File: src/pllc_consts.vh
// Purpose: Constants for the integer-N synthesizer digital core
// Assumes: 32-bit APB register bus, pclk at 50 MHz
// Notes: Offsets are byte addresses, one aligned word per register
`ifndef PLLC_CONSTS_VH
`define PLLC_CONSTS_VH

// Register offsets
`define PLLC_OFF_CTRL 12'h000
`define PLLC_OFF_RDIV 12'h004
`define PLLC_OFF_NDIV 12'h008
`define PLLC_OFF_STAT 12'h00c

// Control register fields
`define PLLC_CTRL_PD_BIT 0
`define PLLC_CTRL_P19_BIT 1
`define PLLC_CTRL_CAL_BIT 2
`define PLLC_CTRL_CP_LSB 4
`define PLLC_CTRL_CP_MSB 6

// Divider register fields
`define PLLC_RDIV_MSB 9
`define PLLC_NDIV_A_LSB 0
`define PLLC_NDIV_A_MSB 4
`define PLLC_NDIV_B_LSB 16
`define PLLC_NDIV_B_MSB 27

// Status register fields
`define PLLC_STAT_LOCK_BIT 0
`define PLLC_STAT_CAL_BIT 1
`define PLLC_STAT_STRAP_BIT 2
`define PLLC_STAT_PD_BIT 3

// Reset values
`define PLLC_RST_PD 1'b0
`define PLLC_RST_P19 1'b0
`define PLLC_RST_CP 3'h0
`define PLLC_RST_RDIV 10'h001
`define PLLC_RST_A 5'h00
`define PLLC_RST_B 12'h010

// Timing
`define PLLC_CLK_PERIOD_NS 20
`define PLLC_LOCK_WIN_NS 5
`define PLLC_ABL_CYC 2
`define PLLC_CAL_PFD_PERIODS 3'h7

`endif

File: src/pllc_core.v
// Purpose: Integer-N synthesizer digital core with APB registers
// Assumes: ref_clk_in and vco_clk_in are well below pclk/2 after any analog divide
// Notes: Reference and VCO edges are synchronised and used as enables on pclk
`timescale 1ns/100ps
`include "pllc_consts.vh"
// Operation
// - Reference divided by 10-bit R feeds detector
// - Prescaler base 16 or 19, divides P/P+1
// - Prescaler built on 4/5 core per step
// - 5-bit swallow and 12-bit main counters
// - Feedback ratio equals B times P plus A
// - Detector makes up/down from phase error
// - Anti-backlash minimum width on both outputs
// - Lock when edges within one pclk cycle
// - Lock output high locked, low unlocked
// - Pump sources on up, sinks on down
// - 3-bit pump current select, eight levels
// - Code k gives k plus one units
// - Pump and tuning forced mid during calibration
// - Strap chooses two-wire or four-wire port
// - Powered-down state when unused
module pllc_core (
    input wire pclk,
    input wire presetn,
    input wire psel,
    input wire penable,
    input wire pwrite,
    input wire [11:0] paddr,
    input wire [31:0] pwdata,
    output reg [31:0] prdata,
    output wire pready,
    output wire pslverr,
    input wire ref_clk_in,
    input wire vco_clk_in,
    input wire config_port_strap,
    output reg config_port_four_wire,
    output reg pump_source_en,
    output reg pump_sink_en,
    output reg pump_force_half_supply,
    output reg vco_tuning_node_force_mid,
    output reg pump_current_sel_msb,
    output reg pump_current_sel_mid,
    output reg pump_current_sel_lsb,
    output reg [3:0] pump_current_units,
    output reg lock_detect,
    output reg synth_powered_down
);
    // Register storage
    reg pd;
    reg base19;
    reg [2:0] cp_sel;
    reg [9:0] r_ratio;
    reg [4:0] a_ratio;
    reg [11:0] b_ratio;
    reg cal_busy;
    reg [2:0] cal_cnt;

    // Pin synchronisers: stage one feeds stage two only
    reg [2:0] sync1;
    reg [2:0] sync2;
    reg ref_prev;
    reg vco_prev;
    reg [1:0] strap_wait;
    reg strap_done;

    // Divider state
    reg [9:0] r_cnt;
    reg ref_pulse;
    reg [4:0] a_rem;
    reg [11:0] b_rem;
    reg fb_pulse;

    wire ref_tick;
    wire vco_tick;
    wire pre_pulse;
    wire mod_hi;
    wire div_run;
    wire pfd_up;
    wire pfd_down;
    wire pfd_locked;
    wire [9:0] r_last;
    wire setup_phase;
    wire wr_en;
    wire addr_ok;

    function hit;
        input [11:0] addr;
        input [11:0] off;
        begin
            hit = (addr == off);
        end
    endfunction

    // APB: zero wait states, unmapped addresses answer with an error
    assign setup_phase = psel && !penable;
    assign wr_en = psel && penable && pwrite && addr_ok;
    assign addr_ok = hit(paddr, `PLLC_OFF_CTRL) || hit(paddr, `PLLC_OFF_RDIV) ||
                     hit(paddr, `PLLC_OFF_NDIV) || hit(paddr, `PLLC_OFF_STAT);
    assign pready = 1'b1;
    assign pslverr = psel && penable && !addr_ok;

    always @(posedge pclk or negedge presetn) begin
        if (!presetn) begin
            pd <= `PLLC_RST_PD;
            base19 <= `PLLC_RST_P19;
            cp_sel <= `PLLC_RST_CP;
            r_ratio <= `PLLC_RST_RDIV;
            a_ratio <= `PLLC_RST_A;
            b_ratio <= `PLLC_RST_B;
        end else if (wr_en) begin
            if (hit(paddr, `PLLC_OFF_CTRL)) begin
                pd <= pwdata[`PLLC_CTRL_PD_BIT];
                base19 <= pwdata[`PLLC_CTRL_P19_BIT];
                cp_sel <= pwdata[`PLLC_CTRL_CP_MSB:`PLLC_CTRL_CP_LSB];
            end
            if (hit(paddr, `PLLC_OFF_RDIV)) begin
                r_ratio <= pwdata[`PLLC_RDIV_MSB:0];
            end
            if (hit(paddr, `PLLC_OFF_NDIV)) begin
                a_ratio <= pwdata[`PLLC_NDIV_A_MSB:`PLLC_NDIV_A_LSB];
                b_ratio <= pwdata[`PLLC_NDIV_B_MSB:`PLLC_NDIV_B_LSB];
            end
        end
    end

    // Read data is prepared in the setup phase and held through the access phase
    always @(posedge pclk or negedge presetn) begin
        if (!presetn) begin
            prdata <= 32'h00000000;
        end else if (setup_phase) begin
            prdata <= 32'h00000000;
            if (hit(paddr, `PLLC_OFF_CTRL)) begin
                prdata[`PLLC_CTRL_PD_BIT] <= pd;
                prdata[`PLLC_CTRL_P19_BIT] <= base19;
                prdata[`PLLC_CTRL_CAL_BIT] <= cal_busy;
                prdata[`PLLC_CTRL_CP_MSB:`PLLC_CTRL_CP_LSB] <= cp_sel;
            end
            if (hit(paddr, `PLLC_OFF_RDIV)) begin
                prdata[`PLLC_RDIV_MSB:0] <= r_ratio;
            end
            if (hit(paddr, `PLLC_OFF_NDIV)) begin
                prdata[`PLLC_NDIV_A_MSB:`PLLC_NDIV_A_LSB] <= a_ratio;
                prdata[`PLLC_NDIV_B_MSB:`PLLC_NDIV_B_LSB] <= b_ratio;
            end
            if (hit(paddr, `PLLC_OFF_STAT)) begin
                prdata[`PLLC_STAT_LOCK_BIT] <= lock_detect;
                prdata[`PLLC_STAT_CAL_BIT] <= cal_busy;
                prdata[`PLLC_STAT_STRAP_BIT] <= config_port_four_wire;
                prdata[`PLLC_STAT_PD_BIT] <= pd;
            end
        end
    end

    // Two-stage synchronisers for reference, VCO and strap pins
    always @(posedge pclk or negedge presetn) begin
        if (!presetn) begin
            sync1 <= 3'h0;
            sync2 <= 3'h0;
            ref_prev <= 1'b0;
            vco_prev <= 1'b0;
        end else begin
            sync1 <= {config_port_strap, vco_clk_in, ref_clk_in};
            sync2 <= sync1;
            ref_prev <= sync2[0];
            vco_prev <= sync2[1];
        end
    end

    assign ref_tick = sync2[0] && !ref_prev;
    assign vco_tick = sync2[1] && !vco_prev;

    // Strap is caught once, after the synchroniser has filled following reset
    always @(posedge pclk or negedge presetn) begin
        if (!presetn) begin
            strap_wait <= 2'h0;
            strap_done <= 1'b0;
            config_port_four_wire <= 1'b0;
        end else if (!strap_done) begin
            strap_wait <= strap_wait + 2'h1;
            if (strap_wait == 2'h3) begin
                strap_done <= 1'b1;
                config_port_four_wire <= sync2[2];
            end
        end
    end

    assign div_run = !pd;

    // Reference divider; ratios 0 and 1 both pass every edge
    assign r_last = (r_ratio <= 10'h001) ? 10'h000 : (r_ratio - 10'h001);

    always @(posedge pclk or negedge presetn) begin
        if (!presetn) begin
            r_cnt <= 10'h000;
            ref_pulse <= 1'b0;
        end else if (!div_run) begin
            r_cnt <= 10'h000;
            ref_pulse <= 1'b0;
        end else begin
            ref_pulse <= 1'b0;
            if (ref_tick) begin
                if (r_cnt >= r_last) begin
                    r_cnt <= 10'h000;
                    ref_pulse <= 1'b1;
                end else begin
                    r_cnt <= r_cnt + 10'h001;
                end
            end
        end
    end

    // Swallow counter keeps the prescaler at P+1 until it runs out
    assign mod_hi = (a_rem != 5'h00);

    pllc_prescaler u_prescaler (
        .pclk(pclk),
        .presetn(presetn),
        .enable(div_run),
        .vco_tick(vco_tick),
        .base19(base19),
        .mod_hi(mod_hi),
        .out_pulse(pre_pulse)
    );

    // Main counter spans B prescaler periods, giving N = B*P + A
    always @(posedge pclk or negedge presetn) begin
        if (!presetn) begin
            a_rem <= `PLLC_RST_A;
            b_rem <= `PLLC_RST_B;
            fb_pulse <= 1'b0;
        end else if (!div_run) begin
            a_rem <= a_ratio;
            b_rem <= b_ratio;
            fb_pulse <= 1'b0;
        end else begin
            fb_pulse <= 1'b0;
            if (pre_pulse) begin
                if (b_rem <= 12'h001) begin
                    a_rem <= a_ratio;
                    b_rem <= b_ratio;
                    fb_pulse <= 1'b1;
                end else begin
                    b_rem <= b_rem - 12'h001;
                    if (a_rem != 5'h00) begin
                        a_rem <= a_rem - 5'h01;
                    end
                end
            end
        end
    end

    pllc_pfd u_pfd (
        .pclk(pclk),
        .presetn(presetn),
        .enable(div_run),
        .ref_pulse(ref_pulse),
        .fb_pulse(fb_pulse),
        .up(pfd_up),
        .down(pfd_down),
        .locked(pfd_locked)
    );

    // Calibration runs a fixed number of reference periods; a new start wins over the end
    always @(posedge pclk or negedge presetn) begin
        if (!presetn) begin
            cal_busy <= 1'b0;
            cal_cnt <= 3'h0;
        end else if (wr_en && hit(paddr, `PLLC_OFF_CTRL) && pwdata[`PLLC_CTRL_CAL_BIT]) begin
            cal_busy <= 1'b1;
            cal_cnt <= 3'h0;
        end else if (cal_busy && (pd || (ref_pulse && (cal_cnt == `PLLC_CAL_PFD_PERIODS - 3'h1)))) begin
            cal_busy <= 1'b0;
            cal_cnt <= 3'h0;
        end else if (cal_busy && ref_pulse) begin
            cal_cnt <= cal_cnt + 3'h1;
        end
    end

    // Registered pump and status outputs
    always @(posedge pclk or negedge presetn) begin
        if (!presetn) begin
            pump_source_en <= 1'b0;
            pump_sink_en <= 1'b0;
            pump_force_half_supply <= 1'b0;
            vco_tuning_node_force_mid <= 1'b0;
            pump_current_sel_msb <= 1'b0;
            pump_current_sel_mid <= 1'b0;
            pump_current_sel_lsb <= 1'b0;
            pump_current_units <= 4'h1;
            lock_detect <= 1'b0;
            synth_powered_down <= 1'b0;
        end else begin
            pump_source_en <= pfd_up && !cal_busy && div_run;
            pump_sink_en <= pfd_down && !cal_busy && div_run;
            pump_force_half_supply <= cal_busy;
            vco_tuning_node_force_mid <= cal_busy;
            pump_current_sel_msb <= cp_sel[2];
            pump_current_sel_mid <= cp_sel[1];
            pump_current_sel_lsb <= cp_sel[0];
            pump_current_units <= {1'b0, cp_sel} + 4'h1;
            lock_detect <= pfd_locked && div_run;
            synth_powered_down <= pd;
        end
    end
endmodule // pllc_core

File: src/pllc_prescaler.v
// Purpose: Dual-modulus prescaler P/P+1 with P of 16 or 19
// Assumes: vco_tick is a one-cycle pulse per synchronised VCO rising edge
// Notes: Four steps of a 4/5 core form one prescaler period
`timescale 1ns/100ps
module pllc_prescaler (
    input wire pclk,
    input wire presetn,
    input wire enable,
    input wire vco_tick,
    input wire base19,
    input wire mod_hi,
    output reg out_pulse
);
    reg [2:0] core_cnt;
    reg [1:0] step;
    wire core_div5;
    wire [2:0] core_last;

    // Base 19 runs three of four steps at 5; modulus input adds one more at the last step
    assign core_div5 = (base19 && (step != 2'h3)) || ((step == 2'h3) && mod_hi);
    assign core_last = core_div5 ? 3'h4 : 3'h3;

    always @(posedge pclk or negedge presetn) begin
        if (!presetn) begin
            core_cnt <= 3'h0;
            step <= 2'h0;
            out_pulse <= 1'b0;
        end else if (!enable) begin
            core_cnt <= 3'h0;
            step <= 2'h0;
            out_pulse <= 1'b0;
        end else begin
            out_pulse <= 1'b0;
            if (vco_tick) begin
                if (core_cnt == core_last) begin
                    core_cnt <= 3'h0;
                    step <= step + 2'h1;
                    if (step == 2'h3) begin
                        out_pulse <= 1'b1;
                    end
                end else begin
                    core_cnt <= core_cnt + 3'h1;
                end
            end
        end
    end
endmodule // pllc_prescaler

File: src/pllc_pfd.v
// Purpose: Phase frequency detector with anti-backlash pulse and lock detect
// Assumes: ref_pulse and fb_pulse are one-cycle pulses, never two in a row
// Notes: Lock window of 5 ns rounds up to one pclk cycle
`timescale 1ns/100ps
`include "pllc_consts.vh"
module pllc_pfd (
    input wire pclk,
    input wire presetn,
    input wire enable,
    input wire ref_pulse,
    input wire fb_pulse,
    output reg up,
    output reg down,
    output reg locked
);
    localparam LOCK_RAW = `PLLC_LOCK_WIN_NS / `PLLC_CLK_PERIOD_NS;
    localparam [7:0] LOCK_CYC = (LOCK_RAW < 1) ? 8'h01 : LOCK_RAW[7:0];
    localparam integer ABL_RAW = `PLLC_ABL_CYC - 1;
    localparam [1:0] ABL_LAST = ABL_RAW[1:0];

    reg [1:0] abl_cnt;
    reg [7:0] gap;
    wire both;
    wire abl_clear;
    wire second_edge;

    assign both = up && down;
    assign abl_clear = both && (abl_cnt == ABL_LAST);
    // The later of the two edges closes the comparison
    assign second_edge = (ref_pulse && !up && (down || fb_pulse)) || (fb_pulse && !down && (up || ref_pulse));

    always @(posedge pclk or negedge presetn) begin
        if (!presetn) begin
            up <= 1'b0;
            down <= 1'b0;
            abl_cnt <= 2'h0;
            gap <= 8'h00;
            locked <= 1'b0;
        end else if (!enable) begin
            up <= 1'b0;
            down <= 1'b0;
            abl_cnt <= 2'h0;
            gap <= 8'h00;
            locked <= 1'b0;
        end else begin
            // A new edge wins over the reset of the pair
            up <= (up && !abl_clear) || ref_pulse;
            down <= (down && !abl_clear) || fb_pulse;
            // Both outputs stay high together for a minimum width
            if (both && !abl_clear) begin
                abl_cnt <= abl_cnt + 2'h1;
            end else begin
                abl_cnt <= 2'h0;
            end
            if (up != down) begin
                if (gap != 8'hff) begin
                    gap <= gap + 8'h01;
                end
            end else begin
                gap <= 8'h00;
            end
            if (second_edge) begin
                locked <= (gap < LOCK_CYC);
            end
        end
    end
endmodule // pllc_pfd

File: config.mk
export PLATFORM = sky130hd
export DESIGN_NAME = pllc_core
export DESIGN_NICKNAME = d
export VERILOG_FILES = /design/src/pllc_core.v /design/src/pllc_prescaler.v /design/src/pllc_pfd.v
export VERILOG_INCLUDE_DIRS = /design/src
export SDC_FILE = /design/constraint.sdc
export NUM_CORES = 1
export LEC_CHECK = 0
export BUFFER_PORTS_ARGS = -buffer_cell sky130_fd_sc_hd__buf_2
export CAP_MARGIN = 30
export CORE_ASPECT_RATIO = 0.7
export CORE_UTILIZATION = 57
export DETAILED_ROUTE_END_ITERATION = 10
export PLACE_DENSITY = 0.84
export SYNTH_ARGS = -nofsm -noshare
export SYNTH_HDL_FRONTEND = slang
export SYNTH_SLANG_ARGS = --single-unit
export TNS_END_PERCENT = 50
File: constraint.sdc
create_clock -name pclk -period 3.6 [get_ports pclk]
set_input_delay 0.18 -clock pclk [delete_from_list [all_inputs] [get_ports pclk]]
set_output_delay 0.18 -clock pclk [all_outputs]
set_load 0.05 [all_outputs]
==> summary.txt, run 1 <==
Logic synthesis
  – Sequential area share after synthesis: between 50% and 60%
  – Ys flop type: dfrtp_1
  – Avg Cell Area, Syn: 10.70 sq um
  – Async set-reset flop share out of synthesis: 100.0%
  – #FFs+latches synth: 130
  – Synth unique cells: 63
  – Post-synth EDFFs: 0
  – Syn Inst Count: approximately 600
  – Synth Warn #: 0
  – Cell Area, Synth: approximately 6400 sq um

GRT
  – Initial antenna violation count: 0
  – First-pass GRT wire length: 24370 microns
  – GRT Overall Usage: a little over a quarter
  – Gr ovfl total: 0
  – Largest net degree at the start of global routing: 79
  – Number of global-route vias before repair: approximately 5000

Timing
  – TNS Setup: 0 ns
  – Fmax: 0.2939 GHz
  – Final min period: 3.403 ns
  – Final Cycle Share: roughly 95%
  – Max Clock Skew: about 0.0053 ns
  – RSZ-0062 raised after global routing: no
  – Slew Viols, Final: 0
  – Endpoints failing hold: 0
  – Slew @ Worst Pin: between 0.9 and 1 ns
  – Max-slew headroom at the worst pin: approximately 33%
  – Final setup violation count: 0

Pwr
  – Switching part of the total power: 29.28%
  – Power per Cell Area: approximately 520 nW/um^2
  – Internal power: roughly 2.8 mW
  – Clock Power Share: between 40% and 50%
  – Sequential share of power: about two fifths
  – Combinational share of power: 14.7%
  – Switching power total: about 1.2 mW
  – Max IR drop VDD: slightly below 0.0004 V
  – Leak: between 3 and 4 nW

Layout
  – Commonest non-fill, non-tap cell in the layout: dfrtp_1
  – Final non-filler cell total: 854
  – Share of cells above drive strength 1: 25.35%
  – Most frequent cells in the layout: dfrtp_1, buf_2, nand2_1, nor2_1, mux2_2
  – Final Net Count: slightly below 800
  – N_diodes: 0
  – Fin util: 72.32%
  – Finished Cell Area: 7686 sq um
  – Area growth, synth to finish: 20.29%

Setup path
  – Worst path max stage delay: approximately 0.45 ns
  – Crit Path Max Fanout: 7
  – Startpoint Class: flop
  – Slowest CP cell: or3_1
  – Kind of critical path: flop to flop
  – CP cell instances: or3_1, nor4_1, nand2_1, mux2_2, ha_1, nand4_1, or3_1, o21ai_0, nor2_1, a221o_1
  – Critical Path End Type: flop
  – Crit path top cell by count: or3_1
  – Worst Path Required: roughly 3.9 ns
  – Arr. time, crit path: approximately 3.7 ns

Placed design
  – Routability cong.: 0.9233
  – Port buffer count: 78
  – Placed Area: around 6900 sq um
  – Inst Count DP: around 800
  – Post-DP HPWL: between 9000 and 10000 microns

Clocking
  – Clk Latency, worst-skew pair: 0.43 ns
  – CTS Buf Count: 17
  – CTS Buffer Depth: 2
  – CTS clk-pin slew, worst paths: ~0.060 ns
  – CTS Sinks: 130
  – Clock Root Buffer: clkbuf_16
  – CTS tree: built
  – H-Tree Depth: 4

Run status
  – Status: complete, no violations

Route
  – Vias per std cell: roughly 5.9
  – Drt wl/cell: between 15 and 20 microns
  – Pre-antenna DRT Iters: 5
  – Via count: a little over 5000
  – ANT nets after route: 0
  – DRT iter0 DRCs: between 400 and 500
  – DRC viols: 0
  – Final wirelength: 14940 microns

Floorplanning
  – Core ar.: roughly 11000 sq um
  – Die X: between 100 and 150 microns
  – I/O pins: 100
  – Die area: ~12000 sq um
  – Row count: 31
  – Initial Util: 60.12%
  – Chip Height: 90.59 microns

Job
  – MaxCap Viol Count: 0

Worst hold path
  – Hold WC Path Type: input pin to flop
==> power groups by stage <==
stage / Combinational [mW] / Sequential [mW] / Clock (mW)
floorplan: 0.404 / 1.68 / 0
global placement: 0.532 / 1.68 / 0
detailed placement: 0.563 / 1.69 / 0
CTS: 0.589 / 1.66 / 1.79
global route: 0.662 / 1.68 / 1.85
finish: 0.593 / 1.67 / 1.77
==> synthesized netlist by cell type (2+ instances only) <==
master    number  area share, %
a211oi_1       4           0.47
nor4_2         4           0.78
ha_1          26            5.1
mux2i_1        8            1.3
mux2_2        34            6.0
a31oi_1        7           0.69
a32oi_1        2           0.27
xor2_1         6           0.82
xnor2_1        7           0.96
dfrtp_1      126             49
nor4b_1        7           0.96
nand4_1        8           0.78
nand2_1       54            3.2
o41ai_1        2           0.27
o21ai_0       33            2.6
o22ai_1        3           0.29
nand3_1        8           0.63
conb_1         2           0.12
o211ai_1       2           0.23
or3_1          8           0.78
nor2b_1        8           0.78
nor3_1        13            1.0
buf_4         12            1.4
a31o_2         5           0.69
a22o_1        19            2.6
nor3b_1        6           0.70
buf_2          4           0.31
nor4_1         8           0.78
nand2b_1       9           0.88
nor2_1        46            2.7
clkbuf_1      18            1.1
dfstp_2        4            1.6
a41o_1         2           0.31
mux4_2         3            1.1
and3_1         5           0.49
inv_1         21            1.2
or2_2          4           0.39
a21oi_1       27            2.1
and2_1         5           0.49
o31ai_1        3           0.35
or4_1          2           0.23
==> worst paths after layout <==
path / from / depth (start not counted) / slack, ns / to
setup / recovery: r_ratio[5]$_DFFE_PN0P_ / 10 / 0.20 / r_cnt[9]$_DFFE_PN0P_
hold / removal: pwdata[25] / 2 / 0.01 / b_ratio[9]$_DFFE_PN0P_
setup reg to reg: r_ratio[5]$_DFFE_PN0P_ / 10 / 0.20 / r_cnt[9]$_DFFE_PN0P_
hold reg to reg: sync1[2]$_DFF_PN0_ / 0 / 0.35 / sync2[2]$_DFF_PN0_
max in group asynchronous: presetn / 3 / 2.39 / r_ratio[0]$_DFFE_PN1P_
min in group asynchronous: presetn / 2 / 0.34 / prdata[21]$_DFFE_PN0P_
==> stage by stage <==
stage          power [mW]  setup WS (ns)  hold WS [ns]
2_1_floorplan       2.081         0.4333       -0.1156
3_3_place_gp        2.210         0.3572        0.2469
3_5_place_dp        2.249         0.2356        0.2543
4_1_cts             4.038         0.1924      0.004406
5_1_grt             4.192       0.002827       0.01116
6_report            4.027         0.1975       0.01317
==> layer usage <==
layer	GRT usage, %	routed length (microns)	up-vias	part of all wire (%)
li1	-	-	2329	-
met1	37.28	6626	2466	44
met2	43.06	6942	232	46
met3	5.273	1049	37	7.0
met4	11.76	323	0	2.2
met5	0	0	-	0
==> critical path: cells and delay by family, from the launching register on <==
| kind | cells | cell delay (ns) |
|---|---|---|
| AND/OR/NAND/NOR | 6 | 1.64 |
| AO/OA/AOI/OAI | 2 | 0.63 |
| multiplexers | 1 | 0.28 |
| flip-flops | 1 | 0.44 |
| adder cells (fa/ha/maj) | 1 | 0.29 |
==> cell type report <==
type,instances,area [sq um]
sequential,130,3258
fill,745,2942
multi-input combinational,421,2920
timing repair buffer,102,638.1
clock buffer,18,439.2
tap,148,185.2
clock inverter,14,166.4
inverter,21,78.83
==> cell families after synthesis <==
| kind of cell | count (synthesis) | synth area share [%] |
|---|---|---|
| AOI/OAI and AO/OA | 121 | 12.53 |
| xor gates and xnor gates | 13 | 1.782 |
| adders and majority gates | 26 | 5.091 |
| buffers and inverters | 55 | 4.014 |
| DFF | 130 | 50.99 |
| muxes | 45 | 8.302 |
| other | 2 | 0.1175 |
| and+or+nand+nor | 205 | 17.17 |
==> sequential cells by signal (all words and copies together) (netlist names), 4 cells and up <==
signal and flops:
a_ratio 5, u_pfd.gap 8, r_cnt 10, b_ratio 12
b_rem 12, r_ratio 10, pump_current_units 4, a_rem 5
prdata 22
==> what timing repair did <==
action	4_1_cts	5_1_grt
hold endpoints to repair	69	0
endpoints found under the setup margin	0	8
setup buffers	0	0
hold buffers	18	0
gates resized for setup	0	2
Note: power is estimated with default switching activity, not from simulation.
==> run 2, diff against run 1 <==
- CORE_MARGIN: unset -> 4
- CORE_UTILIZATION: 57 -> 59
- CTS_BUF_LIST: unset -> sky130_fd_sc_hd__clkbuf_8
- PLACE_DENSITY: 0.84 -> 0.87
==> run 2 against run 1 <==
Effect of this change:
- die area rose by 8.1%
- non-clock buffer count rose by 8
- hold slack got worse by 0.0062 ns
- clock-buffer cell count fell by 1
- final cell count fell by 0.94%
- largest cell class unchanged
==> summary.txt, run 2 (synthesized netlist as in run 1, its figures left out) <==
Setup path
  – Worst R2R Path Depth: 11 (was 10)
  – Worst Path Required: 3.92 ns (was 3.90 ns)
  – Reg-to-Reg End: r_cnt[8]$_DFFE_PN0P_ (was r_cnt[9]$_DFFE_PN0P_)
  – Reg-to-reg slack, setup: 0.19 ns (was 0.20 ns)
  – Reg-to-reg critical path startpoint: r_ratio[3]$_DFFE_PN0P_ (was r_ratio[5]$_DFFE_PN0P_)
  – Critical Path Source: r_ratio[3]$_DFFE_PN0P_ (was r_ratio[5]$_DFFE_PN0P_)
  – Kind of critical path: flop to flop (unchanged)
  – Arr. time, crit path: 3.73 ns (was 3.70 ns)
  – Critical Path End Type: flop (unchanged)
  – Startpoint Class: flop (unchanged)
  – Crit Path Max Fanout: 6 (was 7)
  – Worst setup path end: r_cnt[8]$_DFFE_PN0P_ (was r_cnt[9]$_DFFE_PN0P_)

Layout
  – Most frequent cells in the layout: dfrtp_1, buf_2, nand2_1, nor2_1, mux2_2 (unchanged)
  – Final Net Count: 779 (was 771)
  – Share of cells above drive strength 1: 25.21% (was 25.35%)
  – N_diodes: 0 (unchanged)
  – Final non-filler cell total: 846 (was 854)
  – Area growth, synth to finish: 17.90% (was 20.29%)
  – Commonest non-fill, non-tap cell in the layout: dfrtp_1 (unchanged)
  – Max FFs per register: 22 (unchanged)
  – Fillers: 699 (was 745)
  – Largest registers: prdata (22), b_ratio (12), b_rem (12) (unchanged)
  – Top reg by flops: prdata (unchanged)

Floorplanning
  – Chip Height: 95.07 microns (was 90.59 microns)
  – Row count: 31 (unchanged)
  – Die X: 132.4 microns (was 128.6 microns)
  – Initial Util: 61.02% (was 60.12%)
  – I/O pins: 100 (unchanged)
  – Die area: 12590 sq um (was 11640 sq um)
  – Core ar.: 10470 sq um (was 10630 sq um)

GRT
  – Initial antenna violation count: 0 (unchanged)
  – Gr ovfl total: 0 (unchanged)
  – Number of global-route vias before repair: 4919 (was 4916)
  – Largest net degree at the start of global routing: 51 (was 79)
  – GRT Overall Usage: 24.21% (was 27.44%)
  – First-pass GRT wire length: 24270 microns (was 24370 microns)

Route
  – Pre-antenna DRT Iters: 5 (unchanged)
  – Drt wl/cell: 17.28 microns (was 17.50 microns)
  – Via count: 5060 (was 5064)
  – DRC viols: 0 (unchanged)
  – Final wirelength: 14620 microns (was 14940 microns)
  – DRT iter0 DRCs: 409 (was 447)
  – ANT nets after route: 0 (unchanged)
  – Vias per std cell: 5.981 (was 5.930)

Clocking
  – CTS clk-pin slew, worst paths: 0.09 ns (was 0.06 ns)
  – CTS Buffer Depth: 2 (unchanged)
  – CTS Buf Count: 17 (unchanged)
  – H-Tree Depth: 4 (unchanged)
  – CTS tree: built (unchanged)
  – Setup bufs post-CTS: 0 (unchanged)
  – CTS Sinks: 130 (unchanged)
  – Clock Root Buffer: clkbuf_8 (was clkbuf_16)
  – Clk Latency, worst-skew pair: 0.45 ns (was 0.43 ns)

Timing
  – Final setup violation count: 0 (unchanged)
  – Endpoints failing hold: 0 (unchanged)
  – Final Cycle Share: 94.64% (was 94.51%)
  – RSZ-0062 raised after global routing: no (unchanged)
  – Max-slew headroom at the worst pin: 31.56% (was 33.49%)
  – Slew @ Worst Pin: 1.027 ns (was 0.9977 ns)
  – Final min period: 3.407 ns (was 3.403 ns)
  – TNS Setup: 0 ns (unchanged)
  – Fmax: 0.2935 GHz (was 0.2939 GHz)
  – Slew Viols, Final: 0 (unchanged)
  – Worst setup margin: 0.1929 ns (was 0.1975 ns)
  – Max Clock Skew: 0.01790 ns (was 0.005340 ns)
  – Minimum hold slack: 0.006988 ns (was 0.01317 ns)

Placed design
  – Inst Count DP: 790 (was 803)
  – Port buffer count: 78 (unchanged)
  – Post-DP HPWL: 10080 microns (was 9790 microns)
  – Routability cong.: 0.8479 (was 0.9233)
  – Pre-CTS setup slack: 0.2443 ns (was 0.2356 ns)

Pwr
  – Total power after layout: 3.562 mW (was 4.027 mW)
  – Leak: 3.655 nW (was 3.713 nW)
  – Max IR drop VDD: 0.0004009 V (was 0.0003969 V)
  – Power per Cell Area: 472.8 nW/um^2 (was 523.9 nW/um^2)

Worst hold path
  – Worst hold path stage count: 3 (was 2)
  – Hold WC Path Type: input pin to flop (unchanged)

Job
  – MaxCap Viol Count: 0 (unchanged)

Run status
  – Status: complete, no violations (unchanged)
## run 2: power breakdown
group          switching, mW  leakage, nW  internal (mW)
registers              0.110         1.72           1.55
clock network          0.610        0.209          0.693
logic                  0.358         1.72          0.239
## run 2: final cells by class
cell class	count	area [sq um]	area share, %
multi-input combinational	421	2917	38.71
clock buffer	17	234.0	3.106
tap	132	165.2	2.192
inverter	21	78.83	1.046
sequential	130	3258	43.25
clock inverter	15	183.9	2.441
timing repair buffer	110	696.9	9.251
## run 2: what timing repair did
| item | 4_1_cts | 5_1_grt |
|---|---|---|
| setup endpoints to repair | 0 | 6 |
| hold buffers | 24 | 0 |
| resized for setup | 0 | 3 |
| hold endpoints to repair | 70 | 0 |
## run 2: per-stage QoR
step                area, sq um  utilization (%)
floorplan                  6424                -
global placement           6857            65.47
detailed placement         6868            65.58
CTS                        7526            71.86
global route               7533            71.94
finish                     7533            71.94
## run 2: how the worst min path moves through the flow
stage | start | end | slack [ns]
2_1_floorplan | presetn | a_ratio[0]$_DFFE_PN0P_ | -0.12
3_3_place_gp | presetn | prdata[18]$_DFFE_PN0P_ | 0.23
3_5_place_dp | presetn | prdata[17]$_DFFE_PN0P_ | 0.24
4_1_cts | pwdata[4] | cp_sel[0]$_DFFE_PN0P_ | 0.009
5_1_grt | pwdata[4] | a_ratio[4]$_DFFE_PN0P_ | 0.002
6_report | pwdata[4] | cp_sel[0]$_DFFE_PN0P_ | 0.007
## run 2: worst max-delay path, stage by stage (launching register included)
cell	delay [ns]
dfrtp_1	0.46
or3_1	0.44
nor4_1	0.34
nand2_1	0.10
mux2_2	0.28
ha_1	0.29
nand4_1	0.15
or3_1	0.45
o21ai_1	0.25
buf_4	0.17
nor4b_1	0.05
a211o_1	0.29
## run 2: routing by layer
layer  track usage [%]  up-vias  part of all wire (%)
met4             5.969        0                   1.1
met5                 0        -                     0
met1             33.39     2491                    45
met3             6.698       20                   6.5
li1                  -     2353                     -
met2             38.75      196                    47
==> run 3, diff against run 2 <==
- clock period: 3.6 -> 3.7 ns (I/O delays scaled with it)
==> run 3 against run 2 <==
Effect of this change:
- clock skew shrank 0.0064 ns
- setup slack better by 0.042 ns
- maximum frequency is 1.7% lower
- utilization grew 0.39 points
- clock-buffer cell count is the same
- via count up 4.4%
- clock power hardly changed
- critical path depth shrank 1
- global-route usage increased by 1.5 points
- total power fell by 1.3%
- hold slack better by 0.053 ns
- largest power group unchanged
==> summary.txt, run 3 (synthesized netlist as in run 1, its figures left out) <==
Run status
  – Status: complete, no violations (unchanged)

Layout
  – Share of cells above drive strength 1: 25.17% (was 25.21%)
  – Finished Cell Area: 7575 sq um (was 7533 sq um)
  – Top reg by flops: prdata (unchanged)
  – FF/Latch Area: 3258 sq um (unchanged)
  – Most frequent cells in the layout: dfrtp_1, buf_2, nand2_1, nor2_1, mux2_2 (unchanged)
  – Fillers: 703 (was 699)
  – Largest registers: prdata (22), b_ratio (12), b_rem (12) (unchanged)
  – Max FFs per register: 22 (unchanged)
  – N_diodes: 0 (unchanged)
  – Final Net Count: 780 (was 779)
  – Area of the multi-input gates: 2914 sq um (was 2917 sq um)
  – Area growth, synth to finish: 18.54% (was 17.90%)
  – Commonest non-fill, non-tap cell in the layout: dfrtp_1 (unchanged)

Route
  – DRC viols: 0 (unchanged)
  – Drt wl/cell: 18.67 microns (was 17.28 microns)
  – Vias per std cell: 6.235 (was 5.981)
  – Final wirelength: 15810 microns (was 14620 microns)
  – DRT iter0 DRCs: 546 (was 409)
  – Pre-antenna DRT Iters: 5 (unchanged)
  – ANT nets after route: 0 (unchanged)
  – Via count: 5281 (was 5060)

Floorplanning
  – I/O pins: 100 (unchanged)
  – Core ar.: 10470 sq um (unchanged)
  – Row count: 31 (unchanged)
  – Die area: 12590 sq um (unchanged)
  – Chip Height: 95.07 microns (unchanged)
  – Initial Util: 61.02% (unchanged)
  – Die X: 132.4 microns (unchanged)

Placed design
  – Port buffer count: 78 (unchanged)
  – Placed Area: 6860 sq um (was 6868 sq um)
  – Post-DP HPWL: 10350 microns (was 10080 microns)
  – Routability cong.: 0.8492 (was 0.8479)

Setup path
  – CP cell instances: or3_1, nor4_1, nand2_1, mux2_2, ha_1, nand4_1, or3_1, o21ai_0, nor2_1, a221o_1 (was or3_1, nor4_1, nand2_1, mux2_2, ha_1, nand4_1, or3_1, o21ai_1, buf_4, nor4b_1, a211o_1)
  – Critical Path End Type: flop (unchanged)
  – Startpoint Class: flop (unchanged)
  – Worst path max stage delay: 0.46 ns (about the same)
  – Arr. time, crit path: 3.78 ns (was 3.73 ns)
  – WP buf/inv: 0 (was 1)
  – Crit path top cell by count: or3_1 (unchanged)
  – Top delay family on crit path: simple AND/OR/NAND/NOR gates (unchanged)
  – Slowest CP cell: or3_1 (was dfrtp_1)
  – Worst Path Required: 4.02 ns (was 3.92 ns)
  – Kind of critical path: flop to flop (unchanged)
  – Crit Path Max Fanout: 7 (was 6)

Timing
  – Endpoints failing hold: 0 (unchanged)
  – Slew Viols, Final: 0 (unchanged)
  – Max Clock Skew: 0.01154 ns (was 0.01790 ns)
  – RSZ-0062 raised after global routing: yes (was no)
  – Max-slew headroom at the worst pin: 33.10% (was 31.56%)
  – Final min period: 3.465 ns (was 3.407 ns)
  – Final setup violation count: 0 (unchanged)
  – Slew @ Worst Pin: 0.9905 ns (was 1.027 ns)
  – Final Cycle Share: 93.66% (was 94.64%)
  – Fmax: 0.2886 GHz (was 0.2935 GHz)
  – TNS Setup: 0 ns (unchanged)

Clocking
  – Clock Root Buffer: clkbuf_8 (unchanged)
  – Clk Latency, worst-skew pair: 0.44 ns (was 0.45 ns)
  – CTS tree: built (unchanged)
  – H-Tree Depth: 4 (unchanged)
  – CTS clk-pin slew, worst paths: 0.07 ns (was 0.09 ns)
  – CTS Buffer Depth: 2 (unchanged)
  – CTS Sinks: 130 (unchanged)
  – CTS Buf Count: 17 (unchanged)

GRT
  – First-pass GRT wire length: 25740 microns (was 24270 microns)
  – Number of global-route vias before repair: 5193 (was 4919)
  – GRT Overall Usage: 25.70% (was 24.21%)
  – Initial antenna violation count: 0 (unchanged)
  – Gr ovfl total: 0 (unchanged)
  – Largest net degree at the start of global routing: 76 (was 51)

Job
  – MaxCap Viol Count: 0 (unchanged)

Pwr
  – Leak: 3.686 nW (was 3.655 nW)
  – Max IR drop VDD: 0.0002864 V (was 0.0004009 V)
  – Total power after layout: 3.514 mW (was 3.562 mW)
  – Power per Cell Area: 463.9 nW/um^2 (was 472.8 nW/um^2)

Worst hold path
  – Hold WC Path Type: input pin to flop (unchanged)
run 3: cell count changes in the layout (fill, tap and decap cells not counted):
cell	change
bufinv_16	+1
nor2_2	-1
buf_16	+1
buf_4	-1
inv_6	-4
buf_8	+1
clkinv_4	+1
o21ai_0	+1
clkinv_2	+4
o21ai_1	-1
nor2_1	+1
clkinvlp_4	-2
run 3: final cells by class:
cell class | count | area share, %
well taps | 132 | 2.180
clock inverters | 15 | 2.544
repair buffers | 111 | 9.663
inverters | 21 | 1.041
multi-input cells | 421 | 38.47
flip-flops and latches | 130 | 43.01
clock buffers | 17 | 3.089
run 3: report_power, final:
part / total [mW] / leakage (nW) / switching, mW / internal, mW
registers: 1.62 / 1.72 / 0.114 / 1.51
logic: 0.586 / 1.74 / 0.353 / 0.233
clock network: 1.30 / 0.224 / 0.575 / 0.730
total: 3.51 / 3.69 / 1.04 / 2.47
run 3: what timing repair did:
item / in CTS / in global routing
endpoints found under the hold margin: 95 / 0
setup endpoints to repair: 0 / 2
gates resized for setup: 0 / 1
hold buffers: 24 / 0
setup buffers: 0 / 0
run 3: path summary, 6_finish.rpt:
kind	slack, ns	cells past startpoint	start	end
max	0.23	10	r_ratio[5]$_DFFE_PN0P_	r_cnt[9]$_DFFE_PN0P_
min reg2reg	0.37	0	sync1[2]$_DFF_PN0_	sync2[2]$_DFF_PN0_
min	0.06	2	pwdata[2]	cal_busy$_DFFE_PN0P_
max in group asynchronous	2.60	4	presetn	pump_current_units[0]$_DFF_PN1_
max reg2reg	0.23	10	r_ratio[5]$_DFFE_PN0P_	r_cnt[9]$_DFFE_PN0P_
min in group asynchronous	0.29	3	presetn	b_ratio[2]$_DFFE_PN0P_
run 3: metal layers:
layer / GRT usage, % / wire, microns
met1: 34.37 / 6766
met5: 0 / 0
met4: 7.785 / 272
met3: 6.487 / 1193
met2: 42.19 / 7579
run 3: through the flow:
step	util, %	setup WS (ns)	hold slack, ns	instances
floorplan	-	0.5333	-0.1106	606
global placement	65.40	0.4770	0.2932	788
detailed placement	65.51	0.3435	0.2943	789
CTS	71.88	0.2983	0.03743	845
global route	72.33	-0.0006608	0.03148	847
finish	72.33	0.2346	0.06008	847
